**src/mmc_regs.svh**
```systemverilog
// constants of the memory map controller
// Contract
// - debug resources answer only in dedicated debug read and write cycles
// - in active debug, debug tables and registers map at local 0xFF00-0xFFFF
// - in active debug, other resources at those addresses are hidden
// - in active debug with page 0x0F, debug resources also at 0xBF00-0xBFFF
// - page index selects one of sixteen 16 kB blocks into 0x8000-0xBFFF
// - page index read and written by memory access and far-call path
// - local 0xC000-0xFFFF is unpaged, independent of page index
// - debug master expands addresses with its own debug page index
// - debug page index used only when enabled and a debug command runs
// - regs 0x0_0000-0x0_03FF, data flash 0x0_4400-0x0_53FF, RAM top 0x0_3FFF
// - program flash ends at 0x3_FFFF, starts at top minus flash size
// - processor access to unimplemented area in single-chip causes reset
// - debug access to unimplemented area allowed, data undefined
// - block drives target address and data, swaps processor read bytes
// - at most one master holds the target bus at a time
// - processor wins over debug master on contention
// - debug waiting over 128 cycles wins after processor's current access
// - block raises no interrupt request
// - far call saves page, loads new, pushes return address then old page
// - far-call sequence runs atomically, no interrupt intervenes
// - new page from immediate, or from memory for indexed-indirect form
// - page index resets to 0x0E
`ifndef MMC_REGS_SVH
`define MMC_REGS_SVH
`define MMC_PAGE_RESET      4'hE
`define MMC_PAGE_DEBUG_ALT  4'hF
`define MMC_PAGE_OFFSET     16'h0015
`define MMC_WIN_LOW         16'h8000
`define MMC_WIN_HIGH        16'hBFFF
`define MMC_UNPAGED_LOW     16'hC000
`define MMC_DBG_LOW         16'hFF00
`define MMC_DBG_ALT_LOW     16'hBF00
`define MMC_DBG_ALT_HIGH    16'hBFFF
`define MMC_REG_TOP         18'h003FF
`define MMC_RAM_TOP         18'h03FFF
`define MMC_RAM_END         18'h04000
`define MMC_DF_LOW          18'h04400
`define MMC_DF_TOP          18'h053FF
`define MMC_PF_END          19'h40000
`define MMC_STARVE_LIMIT    8'h80
`define MMC_FIXED_PAGE_LO   4'hC
`endif

```
**src/mmc_pkg.sv**
```systemverilog
// types shared by the memory map controller
package mmc_pkg;
    typedef struct packed {
        logic        req;
        logic        wr;
        logic        word;
        logic [15:0] addr;
        logic [15:0] wdata;
    } mmc_req_type;
    typedef struct packed {
        logic        sel;
        logic        wr;
        logic        word;
        logic        dbg_sel;
        logic [17:0] addr;
        logic [15:0] wdata;
    } mmc_tgt_type;
    typedef enum logic [1:0] {
        MMC_OWN_NONE,
        MMC_OWN_CPU,
        MMC_OWN_DBG
    } mmc_owner_type;
endpackage : mmc_pkg

```
**src/mmc_top.sv**
```systemverilog
// memory map controller: paging, debug overlay, arbitration, illegal reset
`timescale 1ns/1ps
`default_nettype none
`include "mmc_regs.svh"
module mmc_top #(
    parameter int RAM_SIZE   = 'h1800,  // ram_size_bytes
    parameter int FLASH_SIZE = 'h10000  // flash_size_bytes
) (
    input  wire logic                 ref_clk,          // system clock
    input  wire logic                 rst_b,            // async reset
    input  wire mmc_pkg::mmc_req_type cpu,              // processor request
    input  wire logic                 cpu_busy,         // mid operation
    input  wire logic                 cpu_fw_cmd,       // firmware command
    input  wire logic                 single_chip,      // single-chip mode
    input  wire mmc_pkg::mmc_req_type dbg,              // debug request
    input  wire logic                 dbg_active,       // active debug
    input  wire logic                 debug_read_cycle, // debug read cycle
    input  wire logic                 debug_write_cycle,// debug write cycle
    input  wire logic                 dbg_page_en,      // debug page enabled
    input  wire logic                 dbg_hw_cmd,       // debug hw command
    input  wire logic                 call_wr,          // far-call page load
    input  wire logic [3:0]           call_page,        // far-call page
    input  wire logic                 dbgpp_wr,         // debug page write
    input  wire logic [3:0]           dbgpp_wdata,      // debug page data
    input  wire logic [15:0]          tgt_rdata,        // target read data
    output var mmc_pkg::mmc_tgt_type  tgt_q,            // target bus
    output logic [15:0]               cpu_rdata_q,      // read data, odd byte reads swapped
    output logic [15:0]               dbg_rdata_q,      // debug read data
    output logic                      cpu_stall_q,      // processor stalled
    output logic                      dbg_stall_q,      // debug stalled
    output logic [3:0]                program_page_index_q, // page index
    output logic [3:0]                call_old_page_q,  // saved page
    output logic                      illegal_rst_q,    // illegal reset
    output logic                      irq_q             // always low
);
    ////////////////////////////////////////////////////////////////////
    logic [3:0]  debug_program_page_index_q;
    logic        grant_cpu;
    logic        grant_dbg;
    logic [17:0] cpu_glob;
    logic [17:0] dbg_glob;
    logic        cpu_dbg_hit;
    logic        dbg_dbg_hit;
    logic        cpu_impl;
    logic        dbg_impl;
    logic [3:0]  dbg_page;
    logic        cpu_page_acc;
    logic        dbg_page_acc;
    logic        last_cpu_q;
    logic        last_odd_q;
    logic        last_dbg_q;
    mmc_pkg::mmc_tgt_type tgt_d;

    function automatic logic [15:0] swap_bytes(input logic [15:0] d);
        swap_bytes = {d[7:0], d[15:8]};
    endfunction : swap_bytes

    // debug page index only when enabled and a command runs
    assign dbg_page = (dbg_page_en && (cpu_fw_cmd || dbg_hw_cmd)) ?
        debug_program_page_index_q : program_page_index_q;
    assign cpu_page_acc = cpu.req && cpu.addr == `MMC_PAGE_OFFSET;
    assign dbg_page_acc = dbg.req && dbg.addr == `MMC_PAGE_OFFSET;

    ////////////////////////////////////////////////////////////////////
    mmc_expand #(
        .RAM_SIZE   (RAM_SIZE),
        .FLASH_SIZE (FLASH_SIZE)
    ) u_cpu_exp (
        .local_addr  (cpu.addr),
        .page        (program_page_index_q),
        .dbg_active  (dbg_active),
        .glob_addr   (cpu_glob),
        .dbg_hit     (cpu_dbg_hit),
        .implemented (cpu_impl)
    );
    mmc_expand #(
        .RAM_SIZE   (RAM_SIZE),
        .FLASH_SIZE (FLASH_SIZE)
    ) u_dbg_exp (
        .local_addr  (dbg.addr),
        .page        (dbg_page),
        .dbg_active  (dbg_active),
        .glob_addr   (dbg_glob),
        .dbg_hit     (dbg_dbg_hit),
        .implemented (dbg_impl)
    );
    mmc_arbiter #(
        .STARVE (`MMC_STARVE_LIMIT)
    ) u_arb (
        .ref_clk   (ref_clk),
        .rst_b     (rst_b),
        .cpu_req   (cpu.req && !cpu_page_acc),
        .dbg_req   (dbg.req && !dbg_page_acc),
        .cpu_busy  (cpu_busy),
        .grant_cpu (grant_cpu),
        .grant_dbg (grant_dbg)
    );

    ////////////////////////////////////////////////////////////////////
    // page index: far-call path wins over ordinary write
    always_ff @(posedge ref_clk or negedge rst_b)
    begin
        if (!rst_b)
            program_page_index_q <= `MMC_PAGE_RESET;
        else if (call_wr)
            program_page_index_q <= call_page;
        else if (cpu_page_acc && cpu.wr)
            program_page_index_q <= cpu.wdata[3:0];
        else if (dbg_page_acc && dbg.wr)
            program_page_index_q <= dbg.wdata[3:0];
    end

    // old page held for the far-call stacking step
    always_ff @(posedge ref_clk or negedge rst_b)
    begin
        if (!rst_b)
            call_old_page_q <= `MMC_PAGE_RESET;
        else if (call_wr)
            call_old_page_q <= program_page_index_q;
    end

    always_ff @(posedge ref_clk or negedge rst_b)
    begin
        if (!rst_b)
            debug_program_page_index_q <= 4'h0;
        else if (dbgpp_wr)
            debug_program_page_index_q <= dbgpp_wdata;
    end

    ////////////////////////////////////////////////////////////////////
    // target bus drive
    always_comb
    begin
        tgt_d = '0;
        if (grant_cpu)
        begin
            tgt_d.sel     = !cpu_dbg_hit;
            tgt_d.dbg_sel = cpu_dbg_hit &&
                (debug_read_cycle || debug_write_cycle);
            tgt_d.wr      = cpu.wr;
            tgt_d.word    = cpu.word;
            tgt_d.addr    = cpu_glob;
            tgt_d.wdata   = cpu.wdata;
        end
        else if (grant_dbg)
        begin
            tgt_d.sel     = !dbg_dbg_hit;
            tgt_d.dbg_sel = dbg_dbg_hit &&
                (debug_read_cycle || debug_write_cycle);
            tgt_d.wr      = dbg.wr;
            tgt_d.word    = dbg.word;
            tgt_d.addr    = dbg_glob;
            tgt_d.wdata   = dbg.wdata;
        end
    end

    always_ff @(posedge ref_clk or negedge rst_b)
    begin
        if (!rst_b)
            tgt_q <= '0;
        else
            tgt_q <= tgt_d;
    end

    always_ff @(posedge ref_clk or negedge rst_b)
    begin
        if (!rst_b)
        begin
            cpu_stall_q <= 1'b0;
            dbg_stall_q <= 1'b0;
            last_cpu_q  <= 1'b0;
            last_odd_q  <= 1'b0;
            last_dbg_q  <= 1'b0;
        end
        else
        begin
            cpu_stall_q <= cpu.req && !cpu_page_acc && !grant_cpu;
            dbg_stall_q <= dbg.req && !dbg_page_acc && !grant_dbg;
            last_cpu_q  <= grant_cpu && !cpu.wr;
            last_dbg_q  <= grant_dbg && !dbg.wr;
            last_odd_q  <= cpu.addr[0] && !cpu.word;
        end
    end

    ////////////////////////////////////////////////////////////////////
    // read data return; processor odd byte reads swapped to low lane, debug reads unswapped
    always_ff @(posedge ref_clk or negedge rst_b)
    begin
        if (!rst_b)
        begin
            cpu_rdata_q <= 16'h0000;
            dbg_rdata_q <= 16'h0000;
        end
        else
        begin
            if (cpu_page_acc && !cpu.wr)
                cpu_rdata_q <= {12'h000, program_page_index_q};
            else if (last_cpu_q)
                cpu_rdata_q <= last_odd_q ? swap_bytes(tgt_rdata) :
                    tgt_rdata;
            if (dbg_page_acc && !dbg.wr)
                dbg_rdata_q <= {12'h000, program_page_index_q};
            else if (last_dbg_q)
                dbg_rdata_q <= tgt_rdata;
        end
    end

    ////////////////////////////////////////////////////////////////////
    always_ff @(posedge ref_clk or negedge rst_b)
    begin
        if (!rst_b)
            illegal_rst_q <= 1'b0;
        else
            illegal_rst_q <= grant_cpu && single_chip && !cpu_fw_cmd &&
                !cpu_impl && !cpu_dbg_hit;
    end

    always_ff @(posedge ref_clk or negedge rst_b)
    begin
        if (!rst_b)
            irq_q <= 1'b0;
        else
            irq_q <= 1'b0;
    end
endmodule : mmc_top
`default_nettype wire

```
**src/mmc_expand.sv**
```systemverilog
// local to global address expansion and implemented area check
`timescale 1ns/1ps
`default_nettype none
`include "mmc_regs.svh"
module mmc_expand #(
    parameter int RAM_SIZE   = 'h1800, // ram_size_bytes
    parameter int FLASH_SIZE = 'h10000 // flash_size_bytes
) (
    input  wire logic [15:0] local_addr, // local address
    input  wire logic [3:0]  page,       // active page index
    input  wire logic        dbg_active, // active debug mode
    output logic      [17:0] glob_addr,  // global address
    output logic             dbg_hit,    // debug resource selected
    output logic             implemented // lands in implemented memory
);
    localparam logic [17:0] RAM_LOW =
        18'(`MMC_RAM_END - RAM_SIZE);
    localparam logic [17:0] PROGRAM_FLASH_BOTTOM_ADDRESS =
        18'(`MMC_PF_END - FLASH_SIZE);
    logic [3:0] blk;
    always_comb
    begin
        if (local_addr >= `MMC_UNPAGED_LOW)
            blk = `MMC_PAGE_DEBUG_ALT;
        else if (local_addr >= `MMC_WIN_LOW)
            blk = page;
        else
            blk = `MMC_FIXED_PAGE_LO + {3'h0, local_addr[14]};
        glob_addr = {blk, local_addr[13:0]};
        dbg_hit = dbg_active && ((local_addr >= `MMC_DBG_LOW) ||
            (page == `MMC_PAGE_DEBUG_ALT &&
             local_addr >= `MMC_DBG_ALT_LOW &&
             local_addr <= `MMC_DBG_ALT_HIGH));
        implemented = (glob_addr <= `MMC_REG_TOP) ||
            (glob_addr >= RAM_LOW && glob_addr <= `MMC_RAM_TOP) ||
            (glob_addr >= `MMC_DF_LOW && glob_addr <= `MMC_DF_TOP) ||
            (glob_addr >= PROGRAM_FLASH_BOTTOM_ADDRESS);
    end
endmodule : mmc_expand
`default_nettype wire

```
**src/mmc_arbiter.sv**
```systemverilog
// target bus arbiter with debug starvation escape
`timescale 1ns/1ps
`default_nettype none
`include "mmc_regs.svh"
module mmc_arbiter #(
    parameter int STARVE = `MMC_STARVE_LIMIT // debug wait limit
) (
    input  wire logic ref_clk,   // clock
    input  wire logic rst_b,     // async reset, active low
    input  wire logic cpu_req,   // processor wants bus
    input  wire logic dbg_req,   // debug master wants bus
    input  wire logic cpu_busy,  // processor mid operation
    output logic      grant_cpu, // processor owns bus
    output logic      grant_dbg  // debug owns bus
);
    logic [7:0] wait_q;
    logic       starved;
    assign starved = wait_q > 8'(STARVE);
    always_ff @(posedge ref_clk or negedge rst_b)
    begin
        if (!rst_b)
            wait_q <= 8'h00;
        else if (!dbg_req || grant_dbg)
            wait_q <= 8'h00;
        else if (!starved)
            wait_q <= wait_q + 8'h01;
    end
    always_comb
    begin
        grant_dbg = dbg_req && (!cpu_req ||
            (starved && !cpu_busy));
        grant_cpu = cpu_req && !grant_dbg;
    end
endmodule : mmc_arbiter
`default_nettype wire

```
**config.mk**
```make
export PLATFORM = sky130hd
export DESIGN_NAME = mmc_top
export DESIGN_NICKNAME = d
export VERILOG_FILES = /design/src/mmc_pkg.sv /design/src/mmc_top.sv /design/src/mmc_expand.sv /design/src/mmc_arbiter.sv
export VERILOG_INCLUDE_DIRS = /design/src /design/src/src
export SDC_FILE = /design/constraint.sdc
export NUM_CORES = 1
export LEC_CHECK = 0
export BUFFER_PORTS_ARGS = -buffer_cell sky130_fd_sc_hd__buf_4
export CAP_MARGIN = 10
export CELL_PAD_IN_SITES_DETAIL_PLACEMENT = 0
export CELL_PAD_IN_SITES_GLOBAL_PLACEMENT = 2
export CORE_AREA = 2 2 126 128
export CTS_BUF_LIST = sky130_fd_sc_hd__clkbuf_16
export CTS_CLUSTER_DIAMETER = 200
export DETAILED_ROUTE_END_ITERATION = 10
export DIE_AREA = 0 0 128 130
export GPL_ROUTABILITY_DRIVEN = 0
export PLACE_DENSITY = 0.82
export SYNTH_ARGS = -nofsm -noshare
export SYNTH_HDL_FRONTEND = slang
export SYNTH_SLANG_ARGS = --single-unit
```
**constraint.sdc**
```tcl
create_clock -name ref_clk -period 3 [get_ports ref_clk]
set_clock_uncertainty 0.05 [all_clocks]
set_input_delay 0.9 -clock ref_clk [delete_from_list [all_inputs] [get_ports ref_clk]]
set_output_delay 0.9 -clock ref_clk [all_outputs]
set_load 0.005 [all_outputs]
```
==> results.yml <==
clock_network:
  cts_max_level: 3
  post_cts_resized: 0
  numClockSinks: 96
  post_cts_buffers: 0
  clkTransAtPathRegs_ns: 0.07
  clock_path_buffers: 2
  cts-root-buf: "clkbuf_16"
  cts_tree: "yes"
  postCtsHoldBufs: 0
  cts_buffers: 9
  worstSkewPairLatency_ns: 0.34
setup_path:
  crit_family: "compound AO/OA/AOI/OAI gates"
  crit_slowest_cell: "or4b_4"
  crit_buf_inv: 2
  critical_path_class: "flop to flop"
  cp.depth: 8
  critPathMaxStageDelay_ns: 0.47
  crit_fanout: 22
  worstSetupEndpointType: "flop"
  crit_chain: "inv_1 -> ha_1 -> or4b_4 -> o31ai_4 -> o311a_1 -> buf_4 -> nand2_1 -> a21oi_1"
  critPathLaunchType: "flop"
  reg2regPathDepth: 8
  arrival_ns: 2.72
  cp.required_ns: 3.22
hold_path:
  holdPathStages: 1
  hp-class: "flop to flop"
sta:
  final_max_slew_viol_count: 0
  setup_viol: 0
  timing.final.crit_share_pct: 83.2
  slew_headroom_pct: 35.5
  hold_violations: 0
  fmax_mhz: 401
  worst_slack_ns: 0.504
  hold_slack_ns: 0.465
  finalSetupTns_ns: 0
  worst_slew_pin_slew_ns: 0.967
  rsz0062_at_grt: "no"
  fin_crit_ns: 2.50
power:
  p_per_area_nw_per_um2: 544
  irDropWorstVdd_uv: 274
  power_leakage_nw: 2.94
die:
  fp.dieArea_um2: 16600
  initial_core_util_pct: 28.3
  io_pins: 188
  dieHeight_um: 130
  die_x_um: 128
  core_area_um2: 15400
  fp-row-count: 46
synth:
  synth_warnings: 0
  synth_commonest_cells: "90 x dfrtp_1, 45 x nor2_1, 33 x mux2i_1"
  syn_inst: 381
  yosysTopAreaCellShare_pct: 51.6
  synth_top_area_cell: "dfrtp_1"
  synth_cell_type_count: 48
  ys_ff_latch: 96
  yosysMostFrequentCell: "dfrtp_1"
  synth_top_flop_cell: "dfrtp_1"
  async_flop_share_pct: 100
  syn_area_per_cell_um2: 11.5
  synthTopCellsByArea: "dfrtp_1 52%, mux2i_1 7.6%, a22o_1 6.4%, nor2_1 3.9%, dfstp_2 3.6%"
  syn-cell-area_um2: 4370
  synth_nets: 489
  synth-edff-count: 0
  yosysSeqAreaShare_pct: 55.2
final_layout:
  nFillCells: 1528
  post-route-util_pct: 41.0
  drive_gt1_share_pct: 41.8
  antenna-diode-count: 0
  multiInputGateArea_um2: 1820
  syn2layout_area_growth_pct: 44.6
  layout.area.seq_um2: 2410
  finalNetCount: 674
drt:
  wl_per_cell_um: 18.7
  first_pass_iters: 4
  vias_per_cell: 4.87
  drt-initial-drc-count: 217
  ant_nets: 0
  via_count: 3711
  routed_wl_mm: 14.2
  drc: 0
placed_design:
  place.port_buffers: 186
  preCtsSetupSlack_ns: 0.167
  dpl.hpwl_mm: 10.8
global_routing:
  grt_antenna_before_repair: 0
  grt_max_degree: 48
  grt_remaining_overflow: 0
  track_usage_pct: 17.1
  grt_pass1_wl_mm: 21.6
  grt_pass1_vias: 3794
outcome:
  outcome: "finished, final reports clean"
job:
  drv_cap: 0
-- per-layer routing --
layer	track usage [%]	wire, µm	vias to the layer above
met2	27.8	6990	125
met5	0	0	-
li1	-	-	1767
met4	6.14	220	0
met1	22.8	6210	1805
met3	3.49	821	14
-- registers in the layout (all words and copies together), names as in the netlist, 4 cells and up --
signal / flops
dbg_rdata_q: 16
cpu_rdata_q: 16
tgt_q: 38
program_page_index_q: 4
debug_program_page_index_q: 4
call_old_page_q: 4
u_arb.wait_q: 8
-- cells in the final DEF, fill, tap and decap left out, types with 2 or more instances in the layout --
| cell type | synthesis | final |
|---|---|---|
| or2_2 | 2 | 2 |
| dfstp_2 | 6 | 6 |
| o22ai_1 | 3 | 3 |
| a21oi_1 | 6 | 6 |
| inv_1 | 5 | 7 |
| nor2_1 | 45 | 45 |
| nand4_1 | 9 | 9 |
| a311oi_1 | 4 | 4 |
| a21boi_0 | 5 | 5 |
| bufinv_16 | 0 | 3 |
| o21ai_1 | 2 | 2 |
| and3_1 | 3 | 3 |
| o21ai_0 | 16 | 16 |
| ha_1 | 2 | 2 |
| buf_4 | 4 | 198 |
| nor3b_2 | 0 | 2 |
| a211oi_1 | 13 | 13 |
| nor4b_1 | 4 | 4 |
| xor2_1 | 4 | 4 |
| nor3b_1 | 4 | 2 |
| clkbuf_16 | 0 | 9 |
| mux2i_1 | 33 | 33 |
| nand4b_1 | 2 | 2 |
| nand2_1 | 24 | 24 |
| nor4_1 | 4 | 4 |
| a22o_1 | 32 | 32 |
| o31ai_1 | 4 | 4 |
| dfrtp_1 | 90 | 90 |
| a31oi_1 | 2 | 2 |
| mux2_2 | 13 | 13 |
| xnor2_1 | 2 | 2 |
-- area by class of cell --
type                    count  area share (%)
flip-flops and latches     96            38.1
clock inverters             6            1.60
well taps                 192            3.80
clock buffers               9            3.57
repair buffers            199            23.8
multi-input cells         255            28.7
inverters                   5           0.297
-- through the flow --
step | std cells | power, mW | instance area (µm²)
after floorplan | 381 | 1.74 | 4370
after global placement | 747 | 2.16 | 5990
after detailed placement | 747 | 2.18 | 5990
after CTS | 762 | 3.48 | 6320
after global routing | 762 | 3.60 | 6320
final | 762 | 3.44 | 6320
-- power breakdown --
group | switching, mW | internal (mW)
logic | 0.253 | 0.359
registers | 0.0976 | 1.43
clock network | 0.496 | 0.802
-- cells by family after synthesis --
logic type	share of synthesized area (%)
AO/OA/AOI/OAI	16.4
AND/OR/NAND/NOR	12.1
adder cells (fa/ha/maj)	0.573
flip-flops	55.2
buffers and inverters	3.61
XOR/XNOR	1.20
multiplexers	10.9
other	0.0859
-- worst paths after layout --
kind	start	to	slack, ns
setup reg to reg	u_arb.wait_q[0]$_DFFE_PN0P_	tgt_q[34]$_DFF_PN0_	0.50
max in group asynchronous	rst_b	dbg_rdata_q[7]$_DFFE_PN0P_	1.67
setup / recovery	u_arb.wait_q[0]$_DFFE_PN0P_	tgt_q[34]$_DFF_PN0_	0.50
hold reg to reg	call_old_page_q[0]$_DFFE_PN0P_	call_old_page_q[0]$_DFFE_PN0P_	0.46
min in group asynchronous	rst_b	tgt_q[13]$_DFF_PN0_	0.53
hold / removal	call_old_page_q[0]$_DFFE_PN0P_	call_old_page_q[0]$_DFFE_PN0P_	0.46
Note: power is estimated with default switching activity, not from simulation.
